<file path="src/smtm_monitor_end.sv">
`default_nettype none
`default_nettype wire

</file>
<file path="src/smtm_pkg.sv">
`default_nettype none
package smtm_pkg;
    // Register indices; byte address is four times the index
    localparam logic [3:0] CTRL_STAT_IDX = 4'h8;
    localparam logic [3:0] SEC_ADDR_IDX = 4'h9;
    localparam logic [3:0] LIMIT_HIGH_IDX = 4'hA;
    localparam logic [3:0] LIMIT_LOW_IDX = 4'hB;
    localparam logic [3:0] EVT_STATUS_IDX = 4'hC;
    localparam logic [3:0] EVT_CLEAR_IDX = 4'hD;
    localparam logic [3:0] EVT_ENABLE_IDX = 4'hE;

    // Control and status field positions
    localparam int SEC_ADDR_EN_BIT = 5;
    localparam int CLK_SEL_BIT = 4;
    localparam int LOW_FLAG_BIT = 3;
    localparam int IDLE_FLAG_BIT = 2;
    localparam int HL_FLAG_BIT = 1;
    localparam int HL_IRQ_EN_BIT = 0;

    // Event status, clear and enable share this layout
    localparam int EVT_LOW_BIT = 0;
    localparam int EVT_IDLE_BIT = 1;
    localparam int EVT_HL_BIT = 2;
    localparam int EVT_W = 3;

    // Reset values
    localparam logic [7:0] CTRL_RESET = 8'h00;
    localparam logic [6:0] SEC_ADDR_RESET = 7'h00;
    localparam logic [7:0] LIMIT_RESET = 8'h00;
    localparam logic [EVT_W-1:0] EVT_RESET = 3'h0;

    // Timebase: slow tick every 64 module clocks
    localparam int PRESCALE_DIV = 64;
    localparam int PRESCALE_W = $clog2(PRESCALE_DIV);
    localparam logic [PRESCALE_W-1:0] PRESCALE_LAST = PRESCALE_W'(PRESCALE_DIV - 1);
    // High timeouts use limit / 512
    localparam int HIGH_DIV = 512;
    localparam int HIGH_SHIFT = $clog2(HIGH_DIV);
endpackage
`default_nettype wire

</file>
<file path="src/smtm_monitor.sv">
// Summary of operation
// RQ1 - The timeout tick is the module clock divided by 64 when clock select is 0, and every clock when it is 1.
// RQ2 - The low-timeout flag sets when the 16-bit limit is nonzero and the clock line stays low until the limit.
// RQ3 - Software clears the low-timeout flag by writing one to its bit; writing zero leaves it alone.
// RQ4 - A zero limit disables low-timeout detection and the flag never sets.
// RQ5 - The bus-idle flag sets when both lines stay high longer than the limit divided by 512 ticks.
// RQ6 - The bus-idle flag is read-only and clears by itself once both lines are no longer high.
// RQ7 - The second high flag sets when clock stays high and data low longer than the limit divided by 512 ticks.
// RQ8 - The second high flag stays set until software writes one to its bit.
// RQ9 - Enable bit 0 gates the interrupt of the clock-high data-low timeout.
// RQ10 - The second address register holds a 7-bit slave address in bits 7 to 1.
// RQ11 - Bit 0 of the second address register is reserved and reads zero.
// RQ12 - The high limit register supplies bits 15 to 8 of the low-timeout limit.
// RQ13 - The low limit register supplies bits 7 to 0 of the low-timeout limit.
// RQ14 - Address matching against the second address happens only while its enable bit is one.
// RQ15 - While idle time is still being measured the bus counts as free.
// RQ16 - Each timeout count restarts whenever its monitored line condition ends.
// RQ17 - The interrupt is asserted while the second high flag and its enable bit are both set.
//
// Our own choice: the APB interface to the registers.
`default_nettype none
module smtm_monitor
    import smtm_pkg::*;
#(
    parameter int ADDR_W = 8
) (
    input wire logic clk,
    input wire logic rst_b,
    input wire logic psel,
    input wire logic penable,
    input wire logic pwrite,
    input wire logic [ADDR_W-1:0] paddr,
    input wire logic [31:0] pwdata,
    output logic [31:0] prdata,
    output logic pready,
    output logic pslverr,
    input wire logic sclIn,
    input wire logic sdaIn,
    input wire logic addrValid,
    input wire logic [6:0] addrIn,
    output logic addrMatch,
    output logic busFree,
    output logic irq
);

    // Index decode needs four bits above the byte lanes, plus one upper bit to test for zero
    if (ADDR_W < 7) begin : g_addr_check
        $error("smtm_monitor: ADDR_W must be at least 7");
    end

    // Saturating count, shared by all three timeout counters
    function automatic logic [15:0] sat_inc(input logic [15:0] v);
        sat_inc = (v == 16'hFFFF) ? v : v + 16'h0001;
    endfunction

    logic [2:0] sclQ;
    logic [2:0] sdaQ;
    logic sclS;
    logic sdaS;
    logic [PRESCALE_W-1:0] prescaleReg;
    logic tick;
    logic [15:0] lowCnt;
    logic [15:0] idleCnt;
    logic [15:0] hlCnt;
    logic secAddrEnReg;
    logic clkSelReg;
    logic lowFlagReg;
    logic idleFlagReg;
    logic hlFlagReg;
    logic hlIrqEnReg;
    logic [6:0] secAddrReg;
    logic [7:0] limitHighReg;
    logic [7:0] limitLowReg;
    logic [EVT_W-1:0] evtStatReg;
    logic [EVT_W-1:0] evtEnReg;
    logic [15:0] limitVal;
    logic [15:0] highLimit;
    logic lowHit;
    logic idleHit;
    logic hlHit;
    logic lowSet;
    logic idleSet;
    logic hlSet;
    logic [3:0] regIdx;
    logic aligned;
    logic mapped;
    logic wrDone;
    logic ctrlWr;
    logic evtClrWr;
    logic [7:0] ctrlRead;
    logic [31:0] readMux;

    // Three-stage sampling; only stages two and three are compared
    always_ff @(posedge clk or negedge rst_b) begin
        if (!rst_b) begin
            sclQ <= 3'h7;
            sdaQ <= 3'h7;
        end else begin
            sclQ <= {sclQ[1:0], sclIn};
            sdaQ <= {sdaQ[1:0], sdaIn};
        end
    end

    // Line level changes only once two stages agree
    always_ff @(posedge clk or negedge rst_b) begin
        if (!rst_b) begin
            sclS <= 1'b1;
            sdaS <= 1'b1;
        end else begin
            if (sclQ[1] == sclQ[2]) begin
                sclS <= sclQ[2];
            end
            if (sdaQ[1] == sdaQ[2]) begin
                sdaS <= sdaQ[2];
            end
        end
    end

    // Timebase prescaler, free running
    always_ff @(posedge clk or negedge rst_b) begin
        if (!rst_b) begin
            prescaleReg <= '0;
        end else begin
            prescaleReg <= prescaleReg + PRESCALE_W'(1);
        end
    end

    assign tick = clkSelReg | (prescaleReg == PRESCALE_LAST); // RQ1

    // Limit assembled from the two byte registers
    assign limitVal = {limitHighReg, limitLowReg}; // RQ12 RQ13
    assign highLimit = limitVal >> HIGH_SHIFT;
    assign lowHit = (limitVal != 16'h0000) && (lowCnt >= limitVal); // RQ2 RQ4
    assign idleHit = idleCnt > highLimit; // RQ5
    assign hlHit = hlCnt > highLimit; // RQ7
    assign lowSet = !sclS && lowHit;
    assign idleSet = sclS && sdaS && idleHit;
    assign hlSet = sclS && !sdaS && hlHit;

    // Counters restart as soon as their line condition ends
    always_ff @(posedge clk or negedge rst_b) begin
        if (!rst_b) begin
            lowCnt <= 16'h0000;
        end else if (sclS) begin
            lowCnt <= 16'h0000; // RQ16
        end else if (tick) begin
            lowCnt <= sat_inc(lowCnt);
        end
    end

    always_ff @(posedge clk or negedge rst_b) begin
        if (!rst_b) begin
            idleCnt <= 16'h0000;
        end else if (!(sclS && sdaS)) begin
            idleCnt <= 16'h0000; // RQ16
        end else if (tick) begin
            idleCnt <= sat_inc(idleCnt);
        end
    end

    always_ff @(posedge clk or negedge rst_b) begin
        if (!rst_b) begin
            hlCnt <= 16'h0000;
        end else if (!(sclS && !sdaS)) begin
            hlCnt <= 16'h0000; // RQ16
        end else if (tick) begin
            hlCnt <= sat_inc(hlCnt);
        end
    end

    // APB decode; answer comes one cycle into the access phase
    assign regIdx = paddr[5:2];
    assign aligned = (paddr[1:0] == 2'b00) && (paddr[ADDR_W-1:6] == '0);
    assign mapped = aligned && (regIdx >= CTRL_STAT_IDX) && (regIdx <= EVT_ENABLE_IDX);
    assign wrDone = psel && penable && pready && pwrite && mapped;
    assign ctrlWr = wrDone && (regIdx == CTRL_STAT_IDX);
    assign evtClrWr = wrDone && (regIdx == EVT_CLEAR_IDX);

    always_ff @(posedge clk or negedge rst_b) begin
        if (!rst_b) begin
            pready <= 1'b0;
            pslverr <= 1'b0;
            prdata <= 32'h00000000;
        end else begin
            pready <= psel && penable && !pready;
            pslverr <= psel && penable && !pready && !mapped;
            if (psel && penable && !pready) begin
                prdata <= (!pwrite && mapped) ? readMux : 32'h00000000;
            end
        end
    end

    // Plain control bits and byte registers
    always_ff @(posedge clk or negedge rst_b) begin
        if (!rst_b) begin
            secAddrEnReg <= CTRL_RESET[SEC_ADDR_EN_BIT];
            clkSelReg <= CTRL_RESET[CLK_SEL_BIT];
            hlIrqEnReg <= CTRL_RESET[HL_IRQ_EN_BIT];
        end else if (ctrlWr) begin
            secAddrEnReg <= pwdata[SEC_ADDR_EN_BIT];
            clkSelReg <= pwdata[CLK_SEL_BIT];
            hlIrqEnReg <= pwdata[HL_IRQ_EN_BIT]; // RQ9
        end
    end

    always_ff @(posedge clk or negedge rst_b) begin
        if (!rst_b) begin
            secAddrReg <= SEC_ADDR_RESET;
            limitHighReg <= LIMIT_RESET;
            limitLowReg <= LIMIT_RESET;
            evtEnReg <= EVT_RESET;
        end else if (wrDone) begin
            if (regIdx == SEC_ADDR_IDX) begin
                secAddrReg <= pwdata[7:1]; // RQ10
            end
            if (regIdx == LIMIT_HIGH_IDX) begin
                limitHighReg <= pwdata[7:0]; // RQ12
            end
            if (regIdx == LIMIT_LOW_IDX) begin
                limitLowReg <= pwdata[7:0]; // RQ13
            end
            if (regIdx == EVT_ENABLE_IDX) begin
                evtEnReg <= pwdata[EVT_W-1:0];
            end
        end
    end

    // Low flag: write one clears, a new timeout beats the clear
    always_ff @(posedge clk or negedge rst_b) begin
        if (!rst_b) begin
            lowFlagReg <= 1'b0;
        end else if (lowSet) begin
            lowFlagReg <= 1'b1; // RQ2
        end else if (ctrlWr && pwdata[LOW_FLAG_BIT]) begin
            lowFlagReg <= 1'b0; // RQ3
        end
    end

    // Idle flag follows the line state; software cannot touch it
    always_ff @(posedge clk or negedge rst_b) begin
        if (!rst_b) begin
            idleFlagReg <= 1'b0;
        end else if (!(sclS && sdaS)) begin
            idleFlagReg <= 1'b0; // RQ6
        end else if (idleSet) begin
            idleFlagReg <= 1'b1; // RQ5
        end
    end

    // Second high flag is sticky until a write of one
    always_ff @(posedge clk or negedge rst_b) begin
        if (!rst_b) begin
            hlFlagReg <= 1'b0;
        end else if (hlSet) begin
            hlFlagReg <= 1'b1; // RQ7
        end else if (ctrlWr && pwdata[HL_FLAG_BIT]) begin
            hlFlagReg <= 1'b0; // RQ8
        end
    end

    // Sticky event status; a set in the clear cycle survives
    always_ff @(posedge clk or negedge rst_b) begin
        if (!rst_b) begin
            evtStatReg <= EVT_RESET;
        end else begin
            for (int i = 0; i < EVT_W; i++) begin
                if ((i == EVT_LOW_BIT && lowSet) || (i == EVT_IDLE_BIT && idleSet) ||
                    (i == EVT_HL_BIT && hlSet)) begin
                    evtStatReg[i] <= 1'b1;
                end else if (evtClrWr && pwdata[i]) begin
                    evtStatReg[i] <= 1'b0;
                end
            end
        end
    end

    // Interrupt and line-state outputs, all registered
    always_ff @(posedge clk or negedge rst_b) begin
        if (!rst_b) begin
            irq <= 1'b0;
            busFree <= 1'b1;
        end else begin
            irq <= (|(evtStatReg & evtEnReg)) || (hlFlagReg && hlIrqEnReg); // RQ9 RQ17
            busFree <= sclS && sdaS; // RQ15
        end
    end

    // Second address compare, gated by its enable
    always_ff @(posedge clk or negedge rst_b) begin
        if (!rst_b) begin
            addrMatch <= 1'b0;
        end else begin
            addrMatch <= secAddrEnReg && addrValid && (addrIn == secAddrReg); // RQ14
        end
    end

    // Read view; unused bits read as zero
    always_comb begin
        ctrlRead = 8'h00;
        ctrlRead[SEC_ADDR_EN_BIT] = secAddrEnReg;
        ctrlRead[CLK_SEL_BIT] = clkSelReg;
        ctrlRead[LOW_FLAG_BIT] = lowFlagReg;
        ctrlRead[IDLE_FLAG_BIT] = idleFlagReg;
        ctrlRead[HL_FLAG_BIT] = hlFlagReg;
        ctrlRead[HL_IRQ_EN_BIT] = hlIrqEnReg;
        readMux = 32'h00000000;
        case (regIdx)
            CTRL_STAT_IDX: readMux[7:0] = ctrlRead;
            SEC_ADDR_IDX: readMux[7:0] = {secAddrReg, 1'b0}; // RQ11
            LIMIT_HIGH_IDX: readMux[7:0] = limitHighReg;
            LIMIT_LOW_IDX: readMux[7:0] = limitLowReg;
            EVT_STATUS_IDX: readMux[EVT_W-1:0] = evtStatReg;
            EVT_ENABLE_IDX: readMux[EVT_W-1:0] = evtEnReg;
            default: readMux = 32'h00000000;
        endcase
    end
endmodule
`default_nettype wire

</file>
<file path="config.mk">
export PLATFORM = sky130hd
export DESIGN_NAME = smtm_monitor
export DESIGN_NICKNAME = d
export VERILOG_FILES = /design/src/smtm_monitor_end.sv /design/src/smtm_pkg.sv /design/src/smtm_monitor.sv
export SDC_FILE = /design/constraint.sdc
export NUM_CORES = 1
export LEC_CHECK = 0
export BUFFER_PORTS_ARGS = -buffer_cell sky130_fd_sc_hd__buf_2
export CAP_MARGIN = 15
export CELL_PAD_IN_SITES_DETAIL_PLACEMENT = 0
export CELL_PAD_IN_SITES_GLOBAL_PLACEMENT = 2
export CORE_MARGIN = 3
export CORE_UTILIZATION = 33
export CTS_CLUSTER_SIZE = 40
export DETAILED_ROUTE_END_ITERATION = 10
export PLACE_DENSITY = 0.74
export SLEW_MARGIN = 20
export SYNTH_ARGS = -nofsm -noshare
export SYNTH_HDL_FRONTEND = slang
export SYNTH_SLANG_ARGS = --single-unit
</file>
<file path="constraint.sdc">
create_clock -name clk -period 1.7 [get_ports clk]
set_clock_uncertainty 0.1 [all_clocks]
set_input_delay 0.17 -clock clk [delete_from_list [all_inputs] [get_ports clk]]
set_output_delay 0.17 -clock clk [all_outputs]
set_load 0.01 [all_outputs]
</file>
==> impl_metrics.ini <==
[cells_and_area]
areaGrowthSynthToFinish_pct = 44.1
nets = 908
final_common_cell = buf_4
drive_gt1_share_pct = 43.4
antenna_cells = 0
most-common-layout-cells = buf_4, dfrtp_1, nor2_1

[die]
die_x_um = 145
die_h_um = 145
rows = 50
io_pins = 92
initial_utilization_pct = 33.7
die_area_um2 = 20900
coreArea_um2 = 18800

[sta]
finalMaxSlewViolations = 0
whs_ns = 0.0207
rsz0062_at_grt = true
fmax_ghz = 0.555
finalSetupViolCount = 32
setup_ws_ns = -0.101
min_period_over_period_pct = 106
finalCriticalPeriod_ns = 1.80
hold_viol_final = 0

[global_routing]
grt_pass1_wl_mm = 28.9
overflow = 0
grt_usage_pct = 17.4
grt_start_max_net_pins = 36
grt_pass1_vias = 5513
antenna_found_initial = 0

[clock_network]
clk_path_buf_depth = 2
cts_max_level = 3
numCtsBuffers = 9
clk-insertion-delay-late_ns = 0.36
clock_sinks = 110
cts_tree = yes
cts-root-buf = clkbuf_16
path_clk_slew_ns = 0.08

[synthesis]
ys.flop_type = dfrtp_1
synth_edf_count = 0
netlist_instances = 618
ys_ff_latch = 110
synth_cell_types = 70
postSynthAreaPerCell_um2 = 10.3
yosys.area.top_type = dfrtp_1
yosysWarningCount = 0
async_flop_share_pct = 100
synth_area_um2 = 6350
netlist.area_leader.share_pct = 39.8
ys_seq_area_share_pct = 43.5
synth_area_leaders = dfrtp_1, ha_1, xnor2_1

[power_and_ir_drop]
power.density_nw_per_um2 = 566
leakage_nw = 4.07
ir_drop_mv = 0.453

[hold_path]
min-delay-start = addrIn[4]
holdCritPathClass = input port to flop

[critical_path]
critPathRequiredTime_ns = 1.86
cp_slowest_stage_delay_ns = 0.43
crit_path_cell_trace = ha_1, nand2b_4, a2111oi_4, o31ai_2, o2bb2ai_2, a21o_1
cp_max_fo = 2
crit_slowest_cell = dfrtp_1
worstSetupEndpointType = flop
critical-path-top-delay-family = compound AO/OA/AOI/OAI gates
timing.rr.start = limitLowReg[0]
critical_path.startpoint_type = flop
arrival_ns = 1.96
crit_type = flop to flop
worst-path-buf-inv = 0
crit_start = limitLowReg[0]

[routing]
wl_met3_um = 577
wl_met1_mm = 8.29
viasPerCell = 4.92
wl_met2_mm = 8.60
route.detailed.drc = 0
dr.first_iter.drc_count = 189
drt_pass1_iterations = 4
postRouteAntennaNets = 0
via_count = 5338
wl_per_cell_um = 16.4
top_layer = met4
wl_mm = 17.7

[place]
dp_hpwl_mm = 12.7
port_buffers = 43
place.gp.congestion = 0.854
pre_cts_ws_ns = -0.320

[outcome]
violations = negative setup slack
outcome = finished, violations left

[flow_run]
maxCapViolCount = 0
## cells by family after synthesis
kind of cell             synth area share [%]
multiplexers                             7.08
adder cells (fa/ha/maj)                  7.02
AO/OA/AOI/OAI                            10.4
flip-flops                               43.5
other                                  0.0591
AND/OR/NAND/NOR                          19.7
buffers and inverters                    6.62
XOR/XNOR                                 5.66
## power breakdown
group	internal [mW]	switching [mW]
combinational	0.136	0.228
sequential	2.65	0.0154
clock	1.05	1.11
total	3.83	1.36
## flip-flops by register name, indices dropped and copies added (netlist names), 3 cells and up
| signal | cells |
|---|---|
| hlCnt | 16 |
| idleCnt | 16 |
| lowCnt | 16 |
| limitHighReg | 8 |
| limitLowReg | 8 |
| prdata | 8 |
| secAddrReg | 7 |
| prescaleReg | 6 |
| evtEnReg | 3 |
| evtStatReg | 3 |
| sclQ | 3 |
| sdaQ | 3 |
## Yosys cell counts, types with 2 or more instances
master / n
a2111oi_0: 2
a211oi_1: 11
a21o_1: 2
a21oi_1: 24
a22o_1: 4
a22oi_1: 2
a31o_2: 4
a31oi_1: 2
and2_1: 3
and3_1: 12
and4_1: 11
and4b_1: 2
buf_1: 2
buf_2: 3
buf_4: 26
clkbuf_1: 5
clkbuf_8: 2
dfrtp_1: 101
dfstp_2: 9
ha_1: 34
inv_1: 29
maj3_1: 2
mux2_2: 19
mux2i_1: 10
mux4_2: 6
nand2_1: 47
nand2b_1: 5
nand3_1: 27
nand4_1: 16
nor2_1: 48
nor2_4: 2
nor2b_1: 5
nor3_1: 6
nor3_4: 2
nor4_1: 20
o21a_1: 4
o21ai_0: 31
o41ai_1: 2
or3_1: 6
xnor2_1: 33
xor2_1: 8
## timing repair
item | in CTS | in global routing
buffers inserted | 16 | 11
hold endpoints to repair | 36 | 0
pin swaps | 31 | 62
hold buffers | 10 | 0
resized for setup | 92 | 59
cloned | 1 | 0
setup endpoints to repair | 51 | 62
## final cells by class
type | count | area [um^2]
inverters | 29 | 114
flip-flops and latches | 110 | 2770
clock buffers | 9 | 225
well taps | 260 | 325
repair buffers | 207 | 1640
fillers | 1684 | 9680
clock inverters | 7 | 77.6
multi-input cells | 462 | 4000
## worst min-delay path, cell delays in order
cell and delay, ns:
buf_2 0.09, xnor2_1 0.06, nand4_1 0.08, nor4_1 0.05
## metal layers
layer | global-route usage (%) | vias to the layer above
met5 | 0 | -
met4 | 5.50 | 0
met3 | 2.00 | 17
met2 | 29.7 | 93
met1 | 23.3 | 2628
li1 | - | 2600
## per-stage QoR
stage                     total power [mW]  TNS, ns  cell area, um^2  instances  util, %
after floorplan                       2.91   -0.456             6520        641        -
after global placement                3.05    -9.23             7740       1031     41.1
after detailed placement              3.05   -10.43             7740       1031     41.1
after CTS                             5.24   -0.727             8760       1074     46.5
after global routing                  5.38    -5.45             9150       1084     48.6
final                                 5.18    -1.70             9150       1084     48.6
## worst paths after layout
path                       slack [ns]  depth (start not counted)              to
max                             -0.10                          6   evtStatReg[0]
min in group asynchronous        0.20                          2  prescaleReg[4]
min                              0.02                          4       addrMatch
max in group asynchronous        0.63                          3       lowCnt[5]
min reg2reg                      0.26                          0         sclQ[1]
max reg2reg                     -0.10                          6   evtStatReg[0]
Note: power is estimated with default switching activity, not from simulation.
